--- config.mk ---
export PLATFORM = sky130hd
export DESIGN_NAME = vpwl_link_ctrl
export DESIGN_NICKNAME = d
export VERILOG_FILES = /design/src/vpwl_pkg.sv /design/src/vpwl_link_ctrl.sv
export SDC_FILE = /design/constraint.sdc
export NUM_CORES = 1
export LEC_CHECK = 0
export BUFFER_PORTS_ARGS = -buffer_cell sky130_fd_sc_hd__buf_2
export CAP_MARGIN = 20
export CORE_MARGIN = 1.5
export CORE_UTILIZATION = 45
export CTS_BUF_LIST = sky130_fd_sc_hd__clkbuf_4 sky130_fd_sc_hd__clkbuf_8
export DETAILED_ROUTE_END_ITERATION = 6
export PLACE_DENSITY = 0.7
export SLEW_MARGIN = 20
export SYNTH_ARGS = -nofsm -noshare
export SYNTH_HDL_FRONTEND = slang
export SYNTH_SLANG_ARGS = --single-unit
--- constraint.sdc ---
create_clock -name clk -period 4.5 [get_ports clk]
set_clock_uncertainty 0.15 [all_clocks]
set_input_delay 0.45 -clock clk [delete_from_list [all_inputs] [get_ports clk]]
set_output_delay 0.45 -clock clk [all_outputs]
set_load 0.02 [all_outputs]
--- src/vpwl_pkg.sv ---
// Package for the VPW link control block: register map, fields, timing.
// Assumes a 10 MHz system clock and a 32-bit AXI4-Lite register bus.
package vpwl_pkg;
    // Register byte offsets
    localparam logic [7:0] VPWL_CTRL1_OFS  = 8'h00;
    localparam logic [7:0] VPWL_CTRL2_OFS  = 8'h04;
    localparam logic [7:0] VPWL_VECTOR_OFS = 8'h08;
    localparam logic [7:0] VPWL_EVENT_OFS  = 8'h0C;
    // Control one field positions
    localparam int VPWL_IGN_BIT  = 7;
    localparam int VPWL_SYMBOL_CLOCK_SELECT_BIT = 6;
    localparam int VPWL_RHI_BIT  = 5;
    localparam int VPWL_RLO_BIT  = 4;
    localparam int VPWL_IE_BIT   = 1;
    localparam int VPWL_WCM_BIT  = 0;
    // Control two field positions
    localparam int VPWL_TRANSCEIVER_LOOPBACK_BIT = 7;
    localparam int VPWL_INTERNAL_LOOPBACK_BIT = 6;
    localparam int VPWL_FAST_BIT  = 5;
    localparam int VPWL_NORM_BIT_FORMAT_BIT  = 4;
    // Event register bit positions (on a write only the clear bit acts: it resets the vector)
    localparam int VPWL_EV_SOF_BIT   = 0;
    localparam int VPWL_EV_BRK_BIT   = 1;
    localparam int VPWL_EV_EOF_BIT   = 2;
    localparam int VPWL_EV_CLR_BIT   = 3;
    // Reset values
    localparam logic [7:0] VPWL_CTRL1_RST = 8'h00;
    localparam logic [7:0] VPWL_CTRL2_RST = 8'h00;
    localparam logic [7:0] VPWL_VEC_RST   = 8'h00;
    // State vector codes
    localparam logic [7:0] VPWL_VEC_WAKE  = 8'h20;
    localparam logic [7:0] VPWL_VEC_BREAK = 8'h1C;
    // Idle times on the bus in microseconds
    localparam int VPWL_CLK_MHZ    = 10;
    localparam int VPWL_T_EOF_US   = 280;
    localparam int VPWL_T_IFS_US   = 300;
    localparam int VPWL_EOF_CYC    = VPWL_T_EOF_US * VPWL_CLK_MHZ;
    localparam int VPWL_IFS_CYC    = VPWL_T_IFS_US * VPWL_CLK_MHZ;
    // Protocol states
    typedef enum logic [1:0] {
        VPWL_IDLE  = 2'b00,
        VPWL_RECV  = 2'b01,
        VPWL_HUNT  = 2'b10,
        VPWL_QUIET = 2'b11
    } vpwl_state_t;
endpackage

--- src/vpwl_link_ctrl.sv ---
// Control-bit logic of a VPW single-wire link controller with AXI4-Lite slave.
// Assumes bus symbol decoders outside report SOF, BREAK and EOF as pulses.
//
// Behaviour
// - Ignore flag keeps receiver off until SOF
// - SOF or BREAK clears ignore flag
// - Ignore masks irqs except 20h, status reset
// - Ignore set mid-frame drops rest of frame
// - Symbol clock select picks 1.048576/1 MHz timing
// - Rate code divides oscillator by 1,2,4,8
// - Rate bits writable once after reset
// - Irq gate enables processor interrupt requests
// - Irq held until sources cleared; reset vector 00
// - Irq gate change keeps pending vector
// - Wait-clock bit stops clocks in wait mode
// - Transceiver loopback resets machine, stops driving
// - After transceiver loopback wait EOF, idle times
// - Internal loopback ties tx to rx, no wake
// - After internal loopback require idle EOF/IFS times
// - Fast bit: receive-only 41.6K, else 10.4K
// - BREAK clears fast bit, vector 1Ch
// - Normalization bit format selects CRC/no-CRC values
// - Fast traffic ignored unless fast enabled
//
// Register access over AXI4-Lite and the placing of the registers were chosen for this implementation.
`timescale 1ns/1ps
module vpwl_link_ctrl import vpwl_pkg::*; #(
    parameter int EOF_CYC = VPWL_EOF_CYC,
    parameter int IFS_CYC = VPWL_IFS_CYC
) (
    // Clock and reset
    input  wire logic        clk,
    input  wire logic        rst_n,
    // AXI4-Lite write address and data
    input  wire logic [7:0]  s_axi_awaddr,
    input  wire logic        s_axi_awvalid,
    output logic             s_axi_awready,
    input  wire logic [31:0] s_axi_wdata,
    input  wire logic [3:0]  s_axi_wstrb,
    input  wire logic        s_axi_wvalid,
    output logic             s_axi_wready,
    // AXI4-Lite write response
    output logic [1:0]       s_axi_bresp,
    output logic             s_axi_bvalid,
    input  wire logic        s_axi_bready,
    // AXI4-Lite read
    input  wire logic [7:0]  s_axi_araddr,
    input  wire logic        s_axi_arvalid,
    output logic             s_axi_arready,
    output logic [31:0]      s_axi_rdata,
    output logic [1:0]       s_axi_rresp,
    output logic             s_axi_rvalid,
    input  wire logic        s_axi_rready,
    // Bus side
    input  wire logic        bus_rx,
    input  wire logic        tx_data,
    input  wire logic        sof_seen,
    input  wire logic        break_seen,
    input  wire logic        eof_seen,
    input  wire logic        fast_activity,
    input  wire logic        wake_edge,
    input  wire logic        cpu_wait,
    // Outputs to the protocol engine and bus
    output logic             serial_tx_output,
    output logic             tx_drive_en,
    output logic             serial_rx_input,
    output logic             rx_enable,
    output logic             tx_allowed,
    output logic             iface_tick,
    output logic             symbol_clock_select,
    output logic             fast_receive_bit,
    output logic             normalization_bit_crc,
    output logic             normalization_bit_nocrc,
    output logic             engine_reset,
    output logic             irq
);
    // All state of the block
    typedef struct packed {
        logic        awready;
        logic        wready;
        logic        bvalid;
        logic [1:0]  bresp;
        logic        aw_got;
        logic        w_got;
        logic [7:0]  aw_addr;
        logic [31:0] wdata;
        logic [3:0]  wstrb;
        logic        arready;
        logic        rvalid;
        logic [31:0] rdata;
        logic [1:0]  rresp;
        logic [7:0]  ctrl1;
        logic [7:0]  ctrl2;
        logic        rate_locked;
        logic [2:0]  div_cnt;
        logic        tick;
        logic [7:0]  vector;
        vpwl_state_t state;
        logic [15:0] idle_cnt;
        logic        rx_ok;
        logic        tx_ok;
        logic        tx_out;
        logic        tx_en;
        logic        rx_in;
        logic        irq;
        logic        eng_rst;
    } vpwl_regs_t;

    vpwl_regs_t s_q;
    vpwl_regs_t s_d;

    logic        wr_fire;
    logic [7:0]  wr_ctrl;
    logic        ign;
    logic        transceiver_loopback;
    logic        internal_loopback;
    logic        fast;
    logic [2:0]  div_max;
    logic        clk_run;

    // Next-state logic
    always_comb begin
        s_d     = s_q;
        ign     = s_q.ctrl1[VPWL_IGN_BIT];
        transceiver_loopback   = s_q.ctrl2[VPWL_TRANSCEIVER_LOOPBACK_BIT];
        internal_loopback   = s_q.ctrl2[VPWL_INTERNAL_LOOPBACK_BIT];
        fast    = s_q.ctrl2[VPWL_FAST_BIT];
        wr_ctrl = 8'h00;
        clk_run = !(cpu_wait && s_q.ctrl1[VPWL_WCM_BIT]);
        // Divider length from rate code
        case ({s_q.ctrl1[VPWL_RHI_BIT], s_q.ctrl1[VPWL_RLO_BIT]})
            2'b00:   div_max = 3'h0;
            2'b01:   div_max = 3'h1;
            2'b10:   div_max = 3'h3;
            default: div_max = 3'h7;
        endcase
        // Write channel capture, either order
        s_d.awready = !s_q.aw_got && !s_q.bvalid;
        s_d.wready  = !s_q.w_got && !s_q.bvalid;
        if (s_axi_awvalid && s_q.awready) begin
            s_d.aw_got  = 1'b1;
            s_d.aw_addr = s_axi_awaddr;
            s_d.awready = 1'b0;
        end
        if (s_axi_wvalid && s_q.wready) begin
            s_d.w_got = 1'b1;
            s_d.wdata = s_axi_wdata;
            s_d.wstrb = s_axi_wstrb;
            s_d.wready = 1'b0;
        end
        wr_fire = s_q.aw_got && s_q.w_got && !s_q.bvalid;
        if (wr_fire) begin
            s_d.aw_got = 1'b0;
            s_d.w_got  = 1'b0;
            s_d.bvalid = 1'b1;
            s_d.bresp  = 2'b00;
            wr_ctrl    = s_q.wstrb[0] ? s_q.wdata[7:0] : 8'h00;
            case (s_q.aw_addr & 8'hFC)
                VPWL_CTRL1_OFS: begin
                    if (s_q.wstrb[0]) begin
                        s_d.ctrl1[VPWL_IGN_BIT]  = wr_ctrl[VPWL_IGN_BIT];
                        s_d.ctrl1[VPWL_SYMBOL_CLOCK_SELECT_BIT] = wr_ctrl[VPWL_SYMBOL_CLOCK_SELECT_BIT];
                        s_d.ctrl1[VPWL_IE_BIT]   = wr_ctrl[VPWL_IE_BIT];
                        s_d.ctrl1[VPWL_WCM_BIT]  = wr_ctrl[VPWL_WCM_BIT];
                        if (!s_q.rate_locked) begin
                            s_d.ctrl1[VPWL_RHI_BIT] = wr_ctrl[VPWL_RHI_BIT];
                            s_d.ctrl1[VPWL_RLO_BIT] = wr_ctrl[VPWL_RLO_BIT];
                            s_d.rate_locked = 1'b1;
                        end
                    end
                end
                VPWL_CTRL2_OFS: begin
                    if (s_q.wstrb[0]) begin
                        s_d.ctrl2 = wr_ctrl & 8'hF0;
                    end
                end
                VPWL_EVENT_OFS: begin
                    if (wr_ctrl[VPWL_EV_CLR_BIT]) begin
                        s_d.vector = VPWL_VEC_RST;
                    end
                end
                VPWL_VECTOR_OFS: ;
                default: s_d.bresp = 2'b10;
            endcase
        end
        if (s_q.bvalid && s_axi_bready) begin
            s_d.bvalid = 1'b0;
        end
        // Read channel
        s_d.arready = !s_q.rvalid && !s_q.arready;
        if (s_axi_arvalid && s_q.arready) begin
            s_d.arready = 1'b0;
            s_d.rvalid  = 1'b1;
            s_d.rresp   = 2'b00;
            case (s_axi_araddr & 8'hFC)
                VPWL_CTRL1_OFS:  s_d.rdata = {24'h000000, s_q.ctrl1};
                VPWL_CTRL2_OFS:  s_d.rdata = {24'h000000, s_q.ctrl2};
                VPWL_VECTOR_OFS: s_d.rdata = {24'h000000, s_q.vector};
                VPWL_EVENT_OFS:  s_d.rdata = {29'h0, s_q.state, s_q.rx_ok};
                default: begin
                    s_d.rdata = 32'h00000000;
                    s_d.rresp = 2'b10;
                end
            endcase
        end
        if (s_q.rvalid && s_axi_rready) begin
            s_d.rvalid = 1'b0;
        end
        // Interface clock enable from oscillator clock
        s_d.tick = 1'b0;
        if (clk_run) begin
            if (s_q.div_cnt >= div_max) begin
                s_d.div_cnt = 3'h0;
                s_d.tick    = 1'b1;
            end else begin
                s_d.div_cnt = s_q.div_cnt + 3'h1;
            end
        end
        // Protocol state: receive gate and idle qualification
        s_d.eng_rst = transceiver_loopback && !s_q.ctrl2[VPWL_TRANSCEIVER_LOOPBACK_BIT] ? 1'b0 : transceiver_loopback;
        if (transceiver_loopback) begin
            s_d.state    = VPWL_HUNT;
            s_d.idle_cnt = 16'h0000;
        end else if (!clk_run) begin
            s_d.state = s_q.state;
        end else begin
            case (s_q.state)
                VPWL_IDLE: begin
                    if (sof_seen && !ign && !(fast_activity && !fast)) begin
                        s_d.state = VPWL_RECV;
                    end
                end
                VPWL_RECV: begin
                    if (ign || break_seen) begin
                        s_d.state = VPWL_IDLE;
                    end else if (eof_seen) begin
                        s_d.state = VPWL_IDLE;
                    end
                end
                VPWL_HUNT: begin
                    if (eof_seen) begin
                        s_d.state    = VPWL_QUIET;
                        s_d.idle_cnt = 16'h0000;
                    end
                end
                VPWL_QUIET: begin
                    if (!bus_rx && !internal_loopback) begin
                        s_d.idle_cnt = 16'h0000;
                    end else if (s_q.idle_cnt != 16'hFFFF) begin
                        s_d.idle_cnt = s_q.idle_cnt + 16'h0001;
                    end
                    if (32'(s_q.idle_cnt) + 1 >= IFS_CYC) begin
                        s_d.state = VPWL_IDLE;
                    end
                end
                default: s_d.state = VPWL_IDLE;
            endcase
        end
        // Internal loopback release restarts idle qualification; transceiver loop wins
        if (internal_loopback && !s_d.ctrl2[VPWL_INTERNAL_LOOPBACK_BIT] && !transceiver_loopback) begin
            s_d.state    = VPWL_QUIET;
            s_d.idle_cnt = 16'h0000;
        end
        s_d.rx_ok = (s_d.state == VPWL_RECV || s_d.state == VPWL_IDLE ||
                     (s_d.state == VPWL_QUIET && 32'(s_d.idle_cnt) >= EOF_CYC))
                    && !s_d.ctrl1[VPWL_IGN_BIT];
        s_d.tx_ok = s_d.state == VPWL_IDLE && !s_d.ctrl2[VPWL_FAST_BIT];
        // Bus events: ignore flag, fast bit, state vector
        if (sof_seen || break_seen) begin
            s_d.ctrl1[VPWL_IGN_BIT] = 1'b0;
        end
        if (break_seen) begin
            s_d.ctrl2[VPWL_FAST_BIT] = 1'b0;
            s_d.vector = VPWL_VEC_BREAK;
        end else if (wake_edge && !internal_loopback) begin
            s_d.vector = VPWL_VEC_WAKE;
        end else if (ign && s_q.vector != VPWL_VEC_WAKE) begin
            s_d.vector = VPWL_VEC_RST;
        end
        // Loopback routing and bus drive
        s_d.tx_en  = !s_d.ctrl2[VPWL_TRANSCEIVER_LOOPBACK_BIT] && !s_d.ctrl2[VPWL_INTERNAL_LOOPBACK_BIT];
        s_d.tx_out = s_d.tx_en ? tx_data : 1'b1;
        s_d.rx_in  = s_d.ctrl2[VPWL_INTERNAL_LOOPBACK_BIT] ? tx_data : bus_rx;
        // Interrupt: held while vector nonzero, gated by enable and ignore except for the wake vector 20h
        s_d.irq = (s_d.vector != VPWL_VEC_RST) &&
                  (s_d.ctrl1[VPWL_IE_BIT] || s_d.vector == VPWL_VEC_WAKE) &&
                  (!s_d.ctrl1[VPWL_IGN_BIT] || s_d.vector == VPWL_VEC_WAKE);
    end

    // State register
    always_ff @(posedge clk) begin
        if (!rst_n) begin
            s_q        <= '0;
            s_q.ctrl1  <= VPWL_CTRL1_RST;
            s_q.ctrl2  <= VPWL_CTRL2_RST;
            s_q.vector <= VPWL_VEC_RST;
            s_q.state  <= VPWL_QUIET;
            s_q.tx_out <= 1'b1;
            s_q.rx_in  <= 1'b1;
        end else begin
            s_q <= s_d;
        end
    end

    // Outputs straight from the state register
    assign s_axi_awready = s_q.awready;
    assign s_axi_wready  = s_q.wready;
    assign s_axi_bvalid  = s_q.bvalid;
    assign s_axi_bresp   = s_q.bresp;
    assign s_axi_arready = s_q.arready;
    assign s_axi_rvalid  = s_q.rvalid;
    assign s_axi_rdata   = s_q.rdata;
    assign s_axi_rresp   = s_q.rresp;
    assign serial_tx_output = s_q.tx_out;
    assign tx_drive_en      = s_q.tx_en;
    assign serial_rx_input  = s_q.rx_in;
    assign rx_enable        = s_q.rx_ok;
    assign tx_allowed       = s_q.tx_ok;
    assign iface_tick       = s_q.tick;
    assign symbol_clock_select = s_q.ctrl1[VPWL_SYMBOL_CLOCK_SELECT_BIT];
    assign fast_receive_bit    = s_q.ctrl2[VPWL_FAST_BIT];
    assign normalization_bit_crc   = !s_q.ctrl2[VPWL_NORM_BIT_FORMAT_BIT];
    assign normalization_bit_nocrc = s_q.ctrl2[VPWL_NORM_BIT_FORMAT_BIT];
    assign engine_reset = s_q.eng_rst;
    assign irq          = s_q.irq;

    // Checks
    rate_lock_a: assert property (@(posedge clk) disable iff (!rst_n)
        s_q.rate_locked |=> $stable(s_q.ctrl1[VPWL_RHI_BIT:VPWL_RLO_BIT]))
        else $error("rate bits changed after lock");
    ign_clear_a: assert property (@(posedge clk) disable iff (!rst_n)
        (sof_seen || break_seen) |=> !s_q.ctrl1[VPWL_IGN_BIT])
        else $error("ignore flag not cleared");
    break_vec_a: assert property (@(posedge clk) disable iff (!rst_n)
        break_seen |=> (s_q.vector == VPWL_VEC_BREAK && !s_q.ctrl2[VPWL_FAST_BIT]))
        else $error("break handling wrong");
    ign_rx_off_a: assert property (@(posedge clk) disable iff (!rst_n)
        s_q.ctrl1[VPWL_IGN_BIT] |-> !s_q.rx_ok)
        else $error("receiver on while ignoring");
    irq_gate_a: assert property (@(posedge clk) disable iff (!rst_n)
        (s_q.irq && s_q.vector != VPWL_VEC_WAKE) |-> s_q.ctrl1[VPWL_IE_BIT])
        else $error("irq without enable");
    transceiver_loopback_drv_a: assert property (@(posedge clk) disable iff (!rst_n)
        s_q.ctrl2[VPWL_TRANSCEIVER_LOOPBACK_BIT] |-> !s_q.tx_en ##1 s_q.state == VPWL_HUNT)
        else $error("bus driven in loopback");
    internal_loopback_rx_a: assert property (@(posedge clk) disable iff (!rst_n)
        s_q.ctrl2[VPWL_INTERNAL_LOOPBACK_BIT] |-> s_q.rx_in == $past(tx_data))
        else $error("loopback route wrong");
    ign_drop_a: assert property (@(posedge clk) disable iff (!rst_n)
        (s_q.state == VPWL_RECV && s_q.ctrl1[VPWL_IGN_BIT] && !cpu_wait)
        |=> s_q.state != VPWL_RECV)
        else $error("frame kept while ignoring");
    ign_mask_a: assert property (@(posedge clk) disable iff (!rst_n)
        (s_q.irq && s_q.ctrl1[VPWL_IGN_BIT]) |-> s_q.vector == VPWL_VEC_WAKE)
        else $error("irq not masked while ignoring");
    fast_tx_a: assert property (@(posedge clk) disable iff (!rst_n)
        s_q.ctrl2[VPWL_FAST_BIT] |-> !s_q.tx_ok)
        else $error("tx allowed in fast receive");
endmodule

==> impl_summary.txt, run 1 <==
----------------------------------------------------
[Worst setup path]
  Data required time at the worst endpoint ... 4.60 ns
  Worst Setup End Kind ... flip-flop
  Largest fanout on the critical path ... 12
  Setup crit start kind ... flip-flop
  Data arrival time of the critical path ... 3.09 ns
  Worst setup path class ... reg2reg

[Route]
  Detailed-route vias per instance ... 5.431
  Total via count after detailed routing ... 3606
  Initial DRT Pass Iterations ... 4
  Final routed wire length divided by cell count ... 14.17 um
  Post-route antenna net violation count ... 0
  Initial DRC count ... 152
  Total wire length after detailed routing ... 9.409 mm
  Remaining design rule violation count ... 0

[Die]
  Floorplan die height ... 98.12 um
  Starting Density ... 46.46%
  # rows ... 34
  I/O pins ... 120
  Area inside the core boundary ... 0.008763 mm^2
  Die span in x ... 98.12 um
  Die area ... 0.009628 mm^2

[Finish]
  Most common cell after layout, fill and taps aside ... sky130_fd_sc_hd__dfxtp_1
  Total number of nets in the final design ... 624
  Most frequent cells in the layout ... sky130_fd_sc_hd__dfxtp_1 (79), sky130_fd_sc_hd__buf_2 (61), sky130_fd_sc_hd__nand2_1 (58)
  Ant. Diodes ... 0
  Post-layout util ... 50.77%
  Non-filler cells, final ... 664
  Layout Area Growth over Synthesis ... 9.281%
  Area of all placed cells without fillers ... 0.004449 mm^2
  Fraction of final layout cells sized beyond drive strength 1 ... 16.73%

[Placement]
  Dpl cells ... 648
  Number of buffers inserted by port buffering ... 61
  Area post-placement ... 0.004263 mm^2
  Dpl hpwl ... 7.000 mm
  Routability congestion estimate from global placement ... 0.8737

[Clocking]
  Buffer depth of the longest clock path ... 2
  Post-CTS setup buffer count ... 0
  Number of buffers created by CTS ... 9
  Clk pin slew, worst setup/hold paths ... 0.09 ns
  Root buffer cell ... sky130_fd_sc_hd__clkbuf_8
  Clock latency on the worst-skew pair ... 0.36 ns
  Post-CTS resize count ... 0
  TritonCTS Sinks ... 79
  TritonCTS clock tree ... done
  H-tree levels ... 3
  CTS Hold Buffers Added ... 0

[Yosys]
  Sequential-to-total area share from yosys stat ... 38.84%
  Yosys reg bits ... 79
  Mapped Cells ... 509
  Commonest register cell after synthesis ... sky130_fd_sc_hd__dfxtp_1
  Count of distinct cell types in the synthesized netlist ... 56
  Cell area after technology mapping ... 0.004071 mm^2
  Async set-reset flop share out of synthesis ... 0%
  Mapped Avg Cell Area ... 7.999 um^2
  Number of enable flip-flop cells after synthesis ... 0
  Number of warning messages in the yosys log ... 0

[GRT]
  Global route total overflow ... 0
  Global-route wire length before repair ... 15.99 mm
  Initial antenna violation count ... 0
  Via count of the first global-routing pass ... 3434
  Largest net degree at the start of global routing ... 47
  Total track usage ... 20.23%

[Run]
  Max cap viols ... 0

[STA]
  Slew at the pin closest to its max-slew limit ... 1.101 ns
  Share of the cycle needed by the critical path after routing ... 66.55%
  Min Clock Period, post-route ... 2.995 ns
  Worst relative slew slack ... 26.02%
  Count of final setup violators ... 0
  TNS Setup ... 0 ns
  Number of endpoints with negative hold slack in the final report ... 0
  Achievable Freq ... 333.9 MHz
  Unrepaired setup endpoints after global routing ... no
  Slew Limit Fails ... 0

[Power]
  Final Power ... 0.001356 W
  Maximum ir drop on the vdd rail ... 0.0002063 V
  Leakage component of the power ... 1.834 nW
  Power density of the placed cells ... 304.7 mW/mm^2

[Run status]
  Outcome ... finished, final reports clean

[Hold path]
  Path category of the worst min-delay check ... in2reg

----------------------------------------------------
[power breakdown]
group / total, W / internal, W / switching (W)
Sequential: 0.000731 / 0.000716 / 0.0000152
Combinational: 0.000116 / 0.0000369 / 0.0000791
Clock: 0.000509 / 0.000214 / 0.000295
[path summary, 6_finish.rpt]
kind / from / end / slack, ns / cells after the start
hold / removal: tx_data / serial_tx_output$_SDFF_PN1_ / 0.15 / 2
setup reg to reg: s_q[12]$_SDFF_PN0_ / rx_enable$_SDFF_PN0_ / 1.51 / 8
hold reg to reg: s_q[131]$_SDFFE_PN0P_ / s_q[131]$_SDFFE_PN0P_ / 0.31 / 2
setup / recovery: s_q[12]$_SDFF_PN0_ / rx_enable$_SDFF_PN0_ / 1.51 / 8
[critical path, stage by stage (launching register included)]
cell and delay, ns:
sky130_fd_sc_hd__dfxtp_1 0.47, sky130_fd_sc_hd__nand4_1 0.46, sky130_fd_sc_hd__or4_4 0.73, sky130_fd_sc_hd__and3_1 0.21
sky130_fd_sc_hd__o22ai_1 0.23, sky130_fd_sc_hd__o21ai_0 0.13, sky130_fd_sc_hd__a31oi_1 0.19, sky130_fd_sc_hd__o211ai_1 0.13
sky130_fd_sc_hd__a22o_1 0.19
[area by class of cell]
cell class / instances / area, um^2
Multi-Input combinational cell: 381 / 2162
Tap cell: 108 / 135.1
Timing Repair Buffer: 63 / 320.3
Inverter: 17 / 63.81
Clock inverter: 7 / 62.56
Fill cell: 923 / 4314
Sequential cell: 79 / 1582
Clock buffer: 9 / 123.9
[per-layer routing]
| layer | global-route usage [%] | part of all wire, % | vias to the layer above |
|---|---|---|---|
| li1 | - | - | 1811 |
| met2 | 32.84 | 49 | 94 |
| met3 | 5.225 | 4.4 | 12 |
| met1 | 25.55 | 45 | 1689 |
| met5 | 0 | 0 | - |
| met4 | 8.352 | 1.4 | 0 |
[Yosys cell counts, types with 6 or more instances]
master	count	area [um^2]
sky130_fd_sc_hd__buf_2	6	30.03
sky130_fd_sc_hd__ha_1	6	75.07
sky130_fd_sc_hd__dfxtp_1	79	1582
sky130_fd_sc_hd__buf_4	36	270.3
sky130_fd_sc_hd__nor4_1	9	56.30
sky130_fd_sc_hd__and2_1	11	68.82
sky130_fd_sc_hd__nand4_1	6	37.54
sky130_fd_sc_hd__o21ai_0	27	135.1
sky130_fd_sc_hd__nand3_1	16	80.08
sky130_fd_sc_hd__a21oi_1	51	255.2
sky130_fd_sc_hd__nor3_1	17	85.08
sky130_fd_sc_hd__nand2_1	58	217.7
sky130_fd_sc_hd__clkbuf_1	11	41.29
sky130_fd_sc_hd__nor2_1	54	202.7
sky130_fd_sc_hd__mux2i_1	10	100.1
sky130_fd_sc_hd__inv_1	17	63.81
sky130_fd_sc_hd__a22oi_1	10	75.07
[kinds of logic after synthesis]
group           after synthesis  share of synthesized area (%)
compound gates              120                          17.92
buf+inv                      74                          10.51
xor+xnor                      8                          1.721
simple gates                206                          24.95
flops                        79                          38.84
fa+ha+maj                     6                          1.844
mux                          15                          4.118
other cells                   1                        0.09211
[registers in the layout, summed over array words and instances, names as in the netlist]
name and flops:
s_axi_rdata 8, iface_tick 1, s_axi_bresp 1, rx_enable 1
serial_tx_output 1, symbol_clock_select 1, internal_loopback 1, s_q 50
tx_drive_en 1, tx_allowed 1, s_axi_rresp 1, normalization_bit_nocrc 1
s_axi_rvalid 1, s_axi_wready 1, s_axi_arready 1, s_d 1
ign 1, engine_reset 1, irq 1, s_axi_bvalid 1
fast_receive_bit 1, serial_rx_input 1, s_axi_awready 1
[metrics by stage]
step,hold slack (ns),setup WS (ns)
finish,0.1514,1.505
global route,0.1280,1.226
CTS,0.1365,1.523
detailed placement,0.2922,1.537
global placement,0.2893,1.536
floorplan,0.2808,2.014
Note: power is estimated with default switching activity, not from simulation.
==> run 2, diff against run 1 <==
Settings changed: PLACE_DENSITY 0.7 to 0.73.
Clock period 4.5 ns to 2.41 ns, I/O delays scaled along.
==> impl_summary.txt, run 2 (synthesis results as in run 1) <==
----------------------------------------------------
[Clocking]
  Clk pin slew, worst setup/hold paths ... 0.08 ns (about the same)
  TritonCTS Sinks ... 79 (unchanged)
  Clock latency on the worst-skew pair ... 0.35 ns (about the same)
  Root buffer cell ... sky130_fd_sc_hd__clkbuf_8
  H-tree levels ... 3 (unchanged)
  TritonCTS clock tree ... done
  Number of buffers created by CTS ... 9 (unchanged)
  Buffer depth of the longest clock path ... 2 (unchanged)

[Power]
  Cell-internal power ... 0.002049 W (+110%)
  Leakage component of the power ... 2.321 nW (+27%)
  Combinational fraction of design power ... 10.0% (+1.4 points)
  Clock network fraction of design power ... 39.9% (+2.4 points)
  Switching Share ... 24.54% (-4.1 points)
  Power density of the placed cells ... 500.8 mW/mm^2 (+64%)
  Maximum ir drop on the vdd rail ... 0.0004469 V (+120%)
  P_sw ... 0.0006665 W (+71%)
  Final Power ... 0.002716 W (+100%)
  Fraction of power consumed by sequential logic ... 50.1% (-3.8 points)

[STA]
  Slew at the pin closest to its max-slew limit ... 0.6156 ns (-0.4857 ns)
  Achievable Freq ... 424.3 MHz (+27%)
  Number of endpoints with negative hold slack in the final report ... 0 (unchanged)
  Worst path setup slack after routing ... 0.05295 ns (-1.452 ns)
  Slew Limit Fails ... 0 (unchanged)
  Count of final setup violators ... 0 (unchanged)
  Worst relative slew slack ... 58.92% (+33 points)
  Unrepaired setup endpoints after global routing ... yes
  Share of the cycle needed by the critical path after routing ... 97.80% (+31 points)
  Worst hold slack across all endpoints ... 0.01034 ns (-0.1410 ns)
  Min Clock Period, post-route ... 2.357 ns (-0.6377 ns)

[Worst setup path]
  Length in cells of the worst reg-to-reg path ... 6 (-2)
  FF-to-FF setup slack ... 0.05 ns (-1.45 ns)
  Data arrival time of the critical path ... 2.45 ns (-0.64 ns)
  Worst setup path class ... reg2reg
  Series of cell instances along the critical path ... or4_4 > or4_4 > mux2i_4 > and3_1 > and2_1 > a22o_1
  R2R Path Start ... s_q[133]$_SDFFE_PN0P_
  Setup crit start kind ... flip-flop
  Critical Path Sink ... rx_enable$_SDFF_PN0_
  Slowest cell on crit path ... sky130_fd_sc_hd__or4_4
  Data required time at the worst endpoint ... 2.51 ns (-2.09 ns)
  Worst stage delay on the critical path ... 0.56 ns (-0.17 ns)
  Largest fanout on the critical path ... 4 (-8)
  Startpoint of the most critical setup path ... s_q[133]$_SDFFE_PN0P_
  CP dominant cell by count ... sky130_fd_sc_hd__or4_4
  Endpoint of the worst-slack reg-to-reg timing path ... rx_enable$_SDFF_PN0_
  Worst Setup End Kind ... flip-flop

[Placement]
  Number of buffers inserted by port buffering ... 61 (unchanged)
  Dpl cells ... 710 (+9.6%)
  Dpl hpwl ... 8.011 mm (+14%)
  Area post-placement ... 0.004722 mm^2 (+11%)
  Setup WS pre-CTS ... -0.1046 ns (-1.642 ns)
  Routability congestion estimate from global placement ... 0.8688 (-0.56%)

[Finish]
  Area of combinational cells with multiple inputs ... 0.002384 mm^2 (+10%)
  Most frequent cells in the layout ... sky130_fd_sc_hd__dfxtp_1 (71), sky130_fd_sc_hd__buf_4 (68), sky130_fd_sc_hd__buf_2 (61)
  Area of all placed cells without fillers ... 0.005423 mm^2 (+22%)
  Filler Cell Count ... 792 (-14%)
  Fraction of final layout cells sized beyond drive strength 1 ... 31.20% (+14 points)
  Ant. Diodes ... 0 (unchanged)
  Non-filler cells, final ... 749 (+13%)
  Flip-flop count of the largest register after layout ... 50 (unchanged)
  Layout Area Growth over Synthesis ... 33.19%
  Register with the most flip-flops ... s_q
  Register area ... 0.001599 mm^2 (+1.1%)
  Total number of nets in the final design ... 710 (+14%)
  Most common cell after layout, fill and taps aside ... sky130_fd_sc_hd__dfxtp_1

[Route]
  Total wire length after detailed routing ... 10.89 mm (+16%)
  Met3 WL post-DR ... 457 um (+9.3%)
  Total via count after detailed routing ... 4002 (+11%)
  Top Metal Used ... met4
  Initial DRT Pass Iterations ... 5 (+1)
  Final routed wire length divided by cell count ... 14.54 um (+2.6%)
  Detailed-route vias per instance ... 5.343 (-1.6%)
  Initial DRC count ... 194 (+28%)
  Metal2 WL ... 5.655 mm (+23%)
  Metal-1 WL ... 4.538 mm (+6.7%)
  Post-route antenna net violation count ... 0 (unchanged)
  Remaining design rule violation count ... 0 (unchanged)

[Die]
  I/O pins ... 120 (unchanged)
  Floorplan die height ... 98.12 um (unchanged)
  Die area ... 0.009628 mm^2 (unchanged)
  Area inside the core boundary ... 0.008763 mm^2 (unchanged)
  # rows ... 34 (unchanged)
  Starting Density ... 46.46% (unchanged)
  Die span in x ... 98.12 um (unchanged)

[GRT]
  Total track usage ... 22.52% (+2.3 points)
  Via count of the first global-routing pass ... 3856 (+12%)
  Initial antenna violation count ... 0 (unchanged)
  Largest net degree at the start of global routing ... 21 (-55%)
  Global route total overflow ... 0 (unchanged)
  Global-route wire length before repair ... 17.71 mm (+11%)

[Hold path]
  Path category of the worst min-delay check ... in2reg
  Number of cells on the worst hold path ... 3 (+1)

[Run status]
  Outcome ... finished, final reports clean

[Run]
  Max cap viols ... 0 (unchanged)

----------------------------------------------------
run 2: critical path, delay by kind of cell, from the launching register on:
kind	cells	cell delay, ns
multiplexers	1	0.22
flip-flops	1	0.32
AND/OR/NAND/NOR	4	1.39
AO/OA/AOI/OAI	1	0.17
run 2: layout make-up:
type | instances | share of cell area, %
clock buffers | 10 | 2.538
well taps | 108 | 2.492
multi-input cells | 381 | 43.95
inverters | 17 | 1.177
flip-flops and latches | 79 | 29.49
clock inverters | 5 | 1.500
repair buffers | 149 | 18.85
run 2: metrics by stage:
stage	util [%]	setup TNS, ns
2_1_floorplan	-	-0.04079
3_3_place_gp	53.88	-0.1386
3_5_place_dp	53.88	-0.2274
4_1_cts	58.84	0
5_1_grt	61.88	-0.06260
6_report	61.88	0
run 2: worst min-delay path by stage:
stage | from | to | slack (ns)
detailed placement | s_q[131]$_SDFFE_PN0P_ | s_q[131]$_SDFFE_PN0P_ | 0.30
global route | s_axi_rready | s_axi_rvalid$_SDFFE_PP0P_ | 0.03
finish | s_axi_rready | s_axi_rvalid$_SDFFE_PP0P_ | 0.01
CTS | s_axi_rready | s_axi_rvalid$_SDFFE_PP0P_ | 0.0008
global placement | s_q[133]$_SDFFE_PN0P_ | s_q[133]$_SDFFE_PN0P_ | 0.29
floorplan | sof_seen | ign$_SDFF_PN0_ | 0.17
run 2: timing repair:
item / in CTS / in global routing
setup buffers: 0 / 8
setup endpoints to repair: 8 / 6
hold endpoints to repair: 15 / 0
gates resized for setup: 15 / 48
hold buffers: 15 / 0
pin swaps: 1 / 19
gates cloned: 0 / 1
run 2: metal layers:
metal  vias to the layer above  GRT usage, %
met2                       125         40.80
met1                      1866         26.85
met3                        23         2.863
met4                         0         9.011
li1                       1988             -
met5                         -             0
run 2: power by group through the flow:
stage	sequential (W)	clock (W)	combinational [W]
after detailed placement	0.00139	0	0.000242
after global placement	0.00139	0	0.000236
after global routing	0.00137	0.00114	0.000298
after CTS	0.00136	0.00110	0.000264
after floorplan	0.00140	0	0.000172
final	0.00136	0.00108	0.000271
